--- src/hdl/dimgw_pkg.sv ---
// Package: register map, field layout and state record of the display image window
// Functional notes
// - Field 1 pixel output on a line stops when image pixel count equals width.
// - After pixel output stops, remaining active pixels of the line carry default values.
// - Field 1 image output stops at the programmed height; rest of field is default.
// - Field 1 height is a 12-bit R/W field at bits 27:16, reset zero.
// - Field 1 width at bits 11:0; LSB forced zero in the digital-video modes.
// - Reserved bits of both window registers read zero and ignore writes.
// - Positive offset: line counter set to 1 at field 2 blank end plus offset.
// - Negative offset: line counter set to 1 at field 2 blank end minus offset.
// - Field 2 pixels start on line where line counter is 1; earlier lines default.
// - Image pixel counter clears to zero at the start of each line image.
// - In field 2 image pixels start when frame pixel counter equals horizontal offset.
// - Negative horizontal offset: pixel counter resets at frame width minus offset.
// - Active pixels before the horizontal offset carry default values.
// - Field 2 vertical offset is a 12-bit R/W field at bits 27:16, reset zero.
// - Field 2 horizontal offset at bits 11:0; LSB forced zero in digital modes.
// - Bit 31 enables negative vertical offset in digital modes; unused in raw mode.
// - Bit 15 enables negative horizontal offset in digital modes; unused in raw mode.
// - Field 1 line counter set to 1 at field 1 blank end plus/minus offset.
// - Field 1 pixels start at horizontal offset, or frame width minus it if negative.
package dimgw_pkg;

   // Byte addresses of the word registers
   localparam logic [7:0] ADDR_FIELD1_IMAGE_SIZE = 8'h00;
   localparam logic [7:0] ADDR_FIELD2_IMAGE_OFFSET = 8'h04;
   localparam logic [7:0] ADDR_FIELD1_IMAGE_OFFSET = 8'h08;
   localparam logic [7:0] ADDR_FIELD2_IMAGE_SIZE = 8'h0C;
   localparam logic [7:0] ADDR_CONTROL = 8'h10;
   localparam logic [7:0] ADDR_STATUS = 8'h14;

   // Writable bits of the size, offset and control registers; the rest read as zero
   localparam logic [31:0] SIZE_WMASK = 32'h0FFF_0FFF;
   localparam logic [31:0] OFFSET_WMASK = 32'h8FFF_8FFF;
   localparam logic [31:0] CONTROL_WMASK = 32'h0000_0003;

   localparam logic [31:0] SIZE_RESET = 32'h0000_0000;
   localparam logic [31:0] OFFSET_RESET = 32'h0000_0000;
   localparam logic [1:0] MODE_RESET = 2'h0;

   // Field positions
   localparam int VERT_LSB = 16;
   localparam int HORZ_LSB = 0;
   localparam int NEG_VERT_BIT = 31;
   localparam int NEG_HORZ_BIT = 15;
   localparam int FIELD_W = 12;
   localparam int STAT_FIELD_BIT = 16;
   localparam int STAT_LINE_BIT = 17;

   // Output modes
   localparam logic [1:0] MODE_BT656 = 2'h0;
   localparam logic [1:0] MODE_YC = 2'h1;
   localparam logic [1:0] MODE_RAW = 2'h2;

   localparam int PIX_W = 16;

   typedef struct packed {
      logic [31:0] size1;
      logic [31:0] off2;
      logic [31:0] off1;
      logic [31:0] size2;
      logic [1:0] mode;
      logic [12:0] ilc;
      logic [11:0] ipc;
      logic run;
      logic fld;
      logic [PIX_W-1:0] pix;
      logic pix_vld;
      logic [31:0] prdata;
      logic pslverr;
   } dimgw_state_t;

endpackage

--- src/hdl/dimgw_window.sv ---
// Display image window: places the FIFO image inside the active area, APB registers
`timescale 1ns/100ps
module dimgw_window
(
   // Clock and reset
   input wire logic pclk,
   input wire logic presetn,
   // APB slave
   input wire logic psel,
   input wire logic penable,
   input wire logic pwrite,
   input wire logic [7:0] paddr,
   input wire logic [31:0] pwdata,
   output logic [31:0] prdata,
   output logic pready,
   output logic pslverr,
   // Frame timing from the display timing logic, same clock
   input wire logic [11:0] frame_pixel_counter,
   input wire logic [11:0] frame_line_counter,
   input wire logic [11:0] frame_width_pixels,
   input wire logic [11:0] field1_vblank_end_line,
   input wire logic [11:0] field2_vblank_end_line,
   input wire logic field2_active,
   input wire logic active_pixel,
   // Display FIFO
   input wire logic [dimgw_pkg::PIX_W-1:0] fifo_data,
   input wire logic fifo_valid,
   output logic fifo_ready,
   // Pixel stream
   input wire logic [dimgw_pkg::PIX_W-1:0] default_pixel,
   output logic [dimgw_pkg::PIX_W-1:0] pixel_out,
   output logic pixel_is_image
);

   dimgw_pkg::dimgw_state_t s_r;
   dimgw_pkg::dimgw_state_t s_nxt;

   ////////////////////////////////////////////////////////////////////////////
   // Settings of the field being shown

   logic digital;
   logic [31:0] size_sel;
   logic [31:0] off_sel;
   logic [11:0] hsize;
   logic [11:0] vsize;
   logic [11:0] hoff;
   logic [11:0] voff;
   logic nv;
   logic nh;
   logic [11:0] vbe;
   logic [12:0] line_tgt;
   logic [11:0] hstart;
   logic line_match;
   logic new_line;
   logic img_line;
   logic emit;
   logic pop;
   logic fld_chg;
   logic setup;
   logic wr;

   always_comb
   begin
      digital = (s_r.mode != dimgw_pkg::MODE_RAW);
      size_sel = field2_active ? s_r.size2 : s_r.size1;
      off_sel = field2_active ? s_r.off2 : s_r.off1;
      vbe = field2_active ? field2_vblank_end_line : field1_vblank_end_line;
      vsize = size_sel[dimgw_pkg::VERT_LSB +: dimgw_pkg::FIELD_W];
      voff = off_sel[dimgw_pkg::VERT_LSB +: dimgw_pkg::FIELD_W];
      hsize = size_sel[dimgw_pkg::HORZ_LSB +: dimgw_pkg::FIELD_W];
      hoff = off_sel[dimgw_pkg::HORZ_LSB +: dimgw_pkg::FIELD_W];
      // Even width and offset in the digital modes keep Cb/Y/Cr/Y pairs intact
      hsize[0] = hsize[0] & ~digital;
      hoff[0] = hoff[0] & ~digital;
      nv = off_sel[dimgw_pkg::NEG_VERT_BIT] & digital;
      nh = off_sel[dimgw_pkg::NEG_HORZ_BIT] & digital;
      // Negative offset assumes software keeps offset <= blank end line
      if (nv)
      begin
         line_tgt = {1'b0, vbe} - {1'b0, voff};
      end
      else
      begin
         line_tgt = {1'b0, vbe} + {1'b0, voff};
      end
      if (nh)
      begin
         hstart = frame_width_pixels - hoff;
      end
      else
      begin
         hstart = hoff;
      end
      new_line = (frame_pixel_counter == 12'h000);
      line_match = new_line && ({1'b0, frame_line_counter} == line_tgt);
      fld_chg = (field2_active != s_r.fld);
      // Image lines are those numbered 1 through the programmed height
      img_line = (s_r.ilc != 13'h0000) && (s_r.ilc <= {1'b0, vsize}) && !fld_chg;
      emit = s_r.run && img_line && active_pixel && (s_r.ipc != hsize);
      pop = emit && fifo_valid;
      setup = psel && !penable;
      // Writes land only at the access-phase edge, where the master sees pready
      wr = psel && penable && pwrite;
   end

   assign fifo_ready = emit;

   ////////////////////////////////////////////////////////////////////////////
   // Next state

   always_comb
   begin
      s_nxt = s_r;
      s_nxt.fld = field2_active;

      // Registers, written in the access phase; masks keep reserved bits at zero
      if (wr && paddr == dimgw_pkg::ADDR_FIELD1_IMAGE_SIZE)
      begin
         s_nxt.size1 = pwdata & dimgw_pkg::SIZE_WMASK;
      end
      else if (wr && paddr == dimgw_pkg::ADDR_FIELD2_IMAGE_OFFSET)
      begin
         s_nxt.off2 = pwdata & dimgw_pkg::OFFSET_WMASK;
      end
      else if (wr && paddr == dimgw_pkg::ADDR_FIELD1_IMAGE_OFFSET)
      begin
         s_nxt.off1 = pwdata & dimgw_pkg::OFFSET_WMASK;
      end
      else if (wr && paddr == dimgw_pkg::ADDR_FIELD2_IMAGE_SIZE)
      begin
         s_nxt.size2 = pwdata & dimgw_pkg::SIZE_WMASK;
      end
      else if (wr && paddr == dimgw_pkg::ADDR_CONTROL)
      begin
         s_nxt.mode = pwdata[1:0] & dimgw_pkg::CONTROL_WMASK[1:0];
      end

      // Read data and error are prepared in setup so the access phase can end at once
      if (setup)
      begin
         s_nxt.pslverr = 1'b0;
         if (paddr == dimgw_pkg::ADDR_FIELD1_IMAGE_SIZE)
         begin
            s_nxt.prdata = s_r.size1;
         end
         else if (paddr == dimgw_pkg::ADDR_FIELD2_IMAGE_OFFSET)
         begin
            s_nxt.prdata = s_r.off2;
         end
         else if (paddr == dimgw_pkg::ADDR_FIELD1_IMAGE_OFFSET)
         begin
            s_nxt.prdata = s_r.off1;
         end
         else if (paddr == dimgw_pkg::ADDR_FIELD2_IMAGE_SIZE)
         begin
            s_nxt.prdata = s_r.size2;
         end
         else if (paddr == dimgw_pkg::ADDR_CONTROL)
         begin
            s_nxt.prdata = {30'h0000_0000, s_r.mode};
         end
         else if (paddr == dimgw_pkg::ADDR_STATUS)
         begin
            s_nxt.prdata = 32'h0000_0000;
            s_nxt.prdata[12:0] = s_r.ilc;
            s_nxt.prdata[dimgw_pkg::STAT_FIELD_BIT] = s_r.fld;
            s_nxt.prdata[dimgw_pkg::STAT_LINE_BIT] = img_line;
         end
         else
         begin
            s_nxt.prdata = 32'h0000_0000;
            s_nxt.pslverr = 1'b1;
         end
      end

      // Image line counter: first image line match beats field clear and count
      if (line_match)
      begin
         s_nxt.ilc = 13'h0001;
      end
      else if (fld_chg)
      begin
         s_nxt.ilc = 13'h0000;
      end
      else if (new_line && img_line)
      begin
         s_nxt.ilc = s_r.ilc + 13'h0001;
      end

      // Image pixel counter; a run with negative offset may start on the prior line
      if (fld_chg)
      begin
         s_nxt.run = 1'b0;
      end
      else if (frame_pixel_counter == hstart && (img_line || line_match))
      begin
         s_nxt.ipc = 12'h000;
         s_nxt.run = 1'b1;
      end
      else if (pop)
      begin
         s_nxt.ipc = s_r.ipc + 12'h001;
      end
      else if (s_r.run && s_r.ipc == hsize)
      begin
         s_nxt.run = 1'b0;
      end

      // Pixel stream: image while popping, default everywhere else
      if (pop)
      begin
         s_nxt.pix = fifo_data;
         s_nxt.pix_vld = 1'b1;
      end
      else
      begin
         s_nxt.pix = default_pixel;
         s_nxt.pix_vld = 1'b0;
      end
   end

   always_ff @(posedge pclk or negedge presetn)
   begin
      if (!presetn)
      begin
         s_r.size1 <= dimgw_pkg::SIZE_RESET;
         s_r.off2 <= dimgw_pkg::OFFSET_RESET;
         s_r.off1 <= dimgw_pkg::OFFSET_RESET;
         s_r.size2 <= dimgw_pkg::SIZE_RESET;
         s_r.mode <= dimgw_pkg::MODE_RESET;
         s_r.ilc <= 13'h0000;
         s_r.ipc <= 12'h000;
         s_r.run <= 1'b0;
         s_r.fld <= 1'b0;
         s_r.pix <= 16'h0000;
         s_r.pix_vld <= 1'b0;
         s_r.prdata <= 32'h0000_0000;
         s_r.pslverr <= 1'b0;
      end
      else
      begin
         s_r <= s_nxt;
      end
   end

   assign prdata = s_r.prdata;
   assign pslverr = s_r.pslverr & psel & penable;
   assign pready = 1'b1;
   assign pixel_out = s_r.pix;
   assign pixel_is_image = s_r.pix_vld;
endmodule

--- config.mk ---
export PLATFORM = sky130hd
export DESIGN_NAME = dimgw_window
export DESIGN_NICKNAME = d
export VERILOG_FILES = /design/src/hdl/dimgw_pkg.sv /design/src/hdl/dimgw_window.sv
export SDC_FILE = /design/constraint.sdc
export NUM_CORES = 1
export LEC_CHECK = 0
export BUFFER_PORTS_ARGS = -buffer_cell sky130_fd_sc_hd__buf_4
export CORE_UTILIZATION = 40
export DETAILED_ROUTE_END_ITERATION = 6
export PLACE_DENSITY = 0.68
export SKIP_CTS_REPAIR_TIMING = 1
export SYNTH_ARGS = -nofsm -noshare
export SYNTH_HDL_FRONTEND = slang
export SYNTH_SLANG_ARGS = --single-unit
export TNS_END_PERCENT = 20
--- constraint.sdc ---
create_clock -name pclk -period 15.7 [get_ports pclk]
set_input_delay 3.14 -clock pclk [delete_from_list [all_inputs] [get_ports pclk]]
set_output_delay 3.14 -clock pclk [all_outputs]
set_load 0.05 [all_outputs]
Yosys cells after proc, flatten, opt, wreduce, memory -nomap -nowiden:

Cells that the tools add are included.

* input bits: 140
* output and inout port bits: 52
* register bits: 179
* logic and storage cells: 102

* magnitude comparators: 1
* equality and inequality tests: 12
* bitwise logic cells: 12
* multiplexer cells: 26
* reduce and logical (&&, ||, !) cells: 33
* $add $sub $neg: 5

Operators by type and width (number)
* two-way mux 32 bit: 4
* two-way mux 13 bit: 5
* two-way mux 28 bit: 2
* two-way mux 12 bit: 3
* two-way mux 18 bit: 2
* == test 12 bit: 2
* logical AND 1 bit: 18
* two-way mux 17 bit: 1
* == test 8 x 4 -> 1 bit (second input constant): 2
* == test 8 x 5 -> 1 bit (second input constant): 2
* adder 12 x 12 -> 13 bit: 1
* adder 13 x 1 -> 13 bit (second input constant): 1
* == test 12 x 13 -> 1 bit: 1
* <= comparator 13 x 12 -> 1 bit: 1
* nonzero test 13 bit: 1
* subtractor 12 x 12 -> 13 bit: 1
* adder 12 x 1 -> 12 bit (second input constant): 1
* zero test 12 bit: 1
* != test 12 bit: 1
* subtractor 12 bit: 1
* two-way mux 1 bit: 9
* == test 8 x 3 -> 1 bit (second input constant): 1
* zero test 8 bit: 1
* AND 1 bit: 6
* other kinds (12): 21

Logic depth before layout (Yosys ltp):

* word-level depth: 11
* gate-level depth with buffers: 22
* gate-level depth less buffers: 16

Worst setup path before layout:

No wires, ideal clock.

* path kind: input -> output
* start: input field2_active
* end: output fifo_ready
* path slack: 5.427 ns
* data required time: 12.560 ns
* arrival time: 7.133 ns
* cell stages on the path: 14
* buffers on the path: 7
* cell sequence: buf_4 -> buf_4 -> buf_2 -> buf_1 -> clkbuf_1 -> buf_2 -> buf_2 -> mux2i_1 -> ha_1 -> and4_1 -> a2111oi_0 -> o41ai_1 -> a221oi_1 -> and3_1

* longest elaborated chain between the ends: 7
* elaborated cells between the ends (all ways): 11
* those cells by class: order compare (1); eq/ne (2); mux (1); bitwise (1); reduce/logical (6)

Ends and longest elaborated chain
* start: declaration: line dimgw_window.sv:23 `input wire logic field2_active,`
* two-way mux 28 bit: line dimgw_window.sv:65 `size_sel = field2_active ? s_r.size2 : s_r.size1;`
* <= comparator 13 x 12 -> 1 bit: line dimgw_window.sv:98 `img_line = (s_r.ilc != 13'h0000) && (s_r.ilc <= {1'b0, vsize}) && !fld_chg;`
* logical AND 1 bit (2 in series): line dimgw_window.sv:98
* logical AND 1 bit (2 in series): line dimgw_window.sv:99 `emit = s_r.run && img_line && active_pixel && (s_r.ipc != hsize);`
* logical AND 1 bit (*): line dimgw_window.sv:99
* end: declaration: line dimgw_window.sv:28 `output logic fifo_ready,`

Every way passes the cells marked *; elsewhere a longest branch is shown, timed or not.

Final worst setup path:

Ends and elaborated chain as after synthesis.

==> results by stage <==
Status:
- The flow ran to the end, and the final reports show no timing, DRC or antenna violations.

GRT:
- The maximum number of pins on one net before global-route repair is 97.
- Global routing consumed, over all layers together, 21.1% of the routing resources.
- For this run the aggregate overflow at the end of global routing stands at 0.
- The number of antenna violations at the first check in global routing was 0.
- The first global-routing pass estimated between 40,000 and 50,000 um of wire.
- The number of global-route vias before repair is 8,894.

STA:
- The share of the clock period used by the worst path is 63.1%.
- For the finished layout, the period the worst path requires is 9.90 ns.
- The setup total negative slack is 0 ns.
- The number of endpoints with negative hold slack in the final report is 0.
- Setup repair after global routing left no endpoint under its margin.
- The total of endpoints with negative setup slack in the final report is 0.
- Headroom to the max-slew limit came out at a little under a fifth.
- The highest clock rate is around 0.10 GHz.
- The worst clock skew is 0.0114 ns.
- For the pin with the worst max-slew slack, the measured transition is 1.22 ns.
- The max-slew violation count is 0.

Clock tree:
- Counting every sink on the clock net gives 174.
- The root buffer cell chosen for the clock tree is clkbuf_16.
- Clock latency on the worst-skew pair, taken at its later pin, is 0.44 ns.
- The TritonCTS buffer count is 17.
- TritonCTS built the clock tree.
- The clock-pin slew of the registers on the worst-case setup and hold paths is 0.07 ns.
- No sink is reached through more buffers than the 2 on the longest clock path.
- CTS built an H-tree with a depth of 4.

Layout:
- In the final layout, the multi-input gates occupy between 0.006 and 0.007 mm^2.
- The post-route standard cell area excluding fillers is approximately 0.013 mm^2.
- The number of antenna cells inserted is 0.
- From synthesis to final layout, the design area changed by 16.4%.
- The layout has roughly 2,600 filler cells.
- The area of all sequential standard cells is roughly 0.0044 mm^2.
- The layout cell share with drive strength beyond 1 is 29.9%.
- The final layout contains 1,374 nets.

Detailed routing:
- The ratio of routed vias to standard cells is 5.73.
- The first detailed-routing pass took 7 iterations.
- Detailed routing inserted a total of 9,041 vias.
- The routed length per instance is 18.8 um.
- After detailed routing, the number of remaining DRC violations is 0.
- The antenna violation net count after detailed routing is 0.
- The total wire length after detailed routing is 29,600 um.
- After the first detailed-routing iteration, the DRC count stood at 707.

Pwr:
- The post-route total power is 0.00101 W.
- The worst-case IR drop observed on VDD is 0.0640 mV.
- The leakage component of the power is approximately 6.2 nW.
- The areal power density over the cells is approximately 78 mW/mm^2.

Floorplan:
- The number of cell rows is 60.
- Measured along the y axis, the die boundary spans 169 um.
- In this run the count of I/O pins placed on the die edge is 192.
- The floorplan step defined a die boundary enclosing about 0.029 mm^2.
- After floorplanning, the core was sized to cover 0.0272 mm^2.
- The die is 169 um wide.
- The initial utilization of the core area, before any placement, comes to 41.1%.

Logic synthesis:
- The cell type with the highest aggregate area in the netlist is dfrtp_1.
- In the synthesized netlist the async set-or-reset flop fraction comes to 100%.
- The primary flip-flop cell chosen by synthesis mapping is dfrtp_1.
- Sorting the synthesized cells by area gives the leading types as dfrtp_1, mux2_2, mux2i_1.
- For this run, the number of Yosys warnings is 0.
- The unique cell type count in the Yosys netlist is 70.
- The share of synthesized area in the top cell type comes to 39.0%.
- The average instance in the mapped netlist occupies 10.2 um^2.
- Of the synthesized area, sequential elements account for 39.0%.
- The synthesized design contains 0 enable-type register cells.
- Ranked by instance count, the synthesized netlist is headed by dfrtp_1, mux2_2, nand2_1.
- dfrtp_1 is the most common cell in the netlist.
- The synthesis-stage register bit count is 174.
- The gate count of the mapped netlist is 1,093.
- After synthesis the cells add up to 0.0112 mm^2.

Critical path:
- The launching instance or port of the critical path is field2_active.
- The worst register-to-register path ends at s_r[60].
- The depth of the most critical reg-to-reg path is 13.
- Following the worst setup path forward leads to its endpoint at fifo_ready.
- Of all nets on the critical path, the largest fanout is 47.
- The kind of end point of the critical path is an output port.
- The worst setup path is launched from an input pin.
- STA puts the critical path data arrival time at 6.76 ns.
- In this run the register-to-register setup slack is 10.93 ns.
- The startpoint identified for the worst register-to-register timing path is s_r[77].
- The start-to-end type of the worst setup path is in2out.
- The required time of the critical path is 12.56 ns.

Placement:
- The number of port buffers is 179.
- Summed over all nets, the half-perimeter wirelength after detailed placement is approximately 21,000 um.
- The instance area after placement is between 0.01 and 0.015 mm^2.
- At the end of routability-driven placement, the weighted congestion stood at 0.916.

Min path:
- The worst hold path begins at prdata[27].
- The worst min-delay path category is reg2reg.

Flow run:
- The max-capacitance violation count is 0.
how the worst min path moves through the flow:
stage	to	slack (ns)	depth (start not counted)
finish	prdata[27]	0.48	2
global route	prdata[4]	0.49	1
global placement	prdata[9]	0.46	1
detailed placement	prdata[4]	0.47	1
CTS	prdata[4]	0.49	1
floorplan	s_r[0]	0.44	2
power by group:
part	switching, W	leakage (nW)	internal (W)
combinational	0.0000821	3.54	0.0000646
clock	0.000191	0.273	0.000210
sequential	0.00000476	2.37	0.000455
total	0.000278	6.19	0.000729
sequential cells by signal (all words and copies together) (netlist names):
name and flops:
pixel_out 16, pixel_is_image 1, s_r 130, prdata 27
metrics by stage:
stage	util (%)	worst slack, ns	cells	hold slack (ns)
after global routing	47.8	5.60	1578	0.494
after CTS	47.8	5.86	1578	0.487
after detailed placement	45.8	5.88	1546	0.471
after floorplan	-	5.43	1097	0.443
after global placement	45.8	5.99	1546	0.463
final	47.8	5.80	1578	0.483
cells by family (layout without fill, tap and decap cells):
group	Yosys count	in the layout	synth area share (%)
simple gates	260	260	12.1
compound gates	225	225	14.5
xor+xnor	62	62	4.87
fa+ha+maj	41	41	4.73
buf+inv	147	256	6.85
flops	174	174	39.0
other cells	2	6	0.0673
mux	182	182	17.8
per-layer routing:
layer | GRT usage [%] | up-vias | wire [um]
li1 | - | 4185 | -
met1 | 27.5 | 4455 | 13000
met2 | 35.0 | 366 | 13900
met3 | 4.96 | 35 | 2120
met4 | 6.11 | 0 | 627
met5 | 0 | - | 0
placed cells by master, fill, tap and decap left out, types with 6 or more instances in the layout:
cell type,instances
nand4_1,10
and4_1,6
a21oi_1,37
and3_1,19
clkbuf_16,17
xnor2_1,36
nor2b_1,7
o21ai_0,47
a222oi_1,23
dfrtp_1,174
or3_1,9
nand2_1,61
ha_1,39
and2_1,9
buf_4,187
conb_1,6
xor2_1,26
mux2i_1,50
nor3_1,16
o21a_1,7
nor2_1,54
nor4_1,7
a21o_1,21
nand3_1,34
a22o_1,21
mux2_2,131
a2111oi_0,10
inv_1,36
clkinv_4,6
area by class of cell:
cell class	instances	area share [%]
Clock buffer	19	3.41
Clock inverter	13	0.819
Inverter	36	1.04
Multi-Input combinational cell	776	46.7
Sequential cell	174	33.5
Tap cell	372	3.58
Timing Repair Buffer	188	10.9
critical path, stage by stage:
cell      delay [ns]
buf_4           0.57
buf_4           0.58
mux2i_1         0.29
ha_1            0.25
and4_1          0.23
a221o_1         0.35
a221oi_1        0.71
and3_1          0.36
buf_4           0.23
Note: power is estimated with default switching activity, not from simulation.
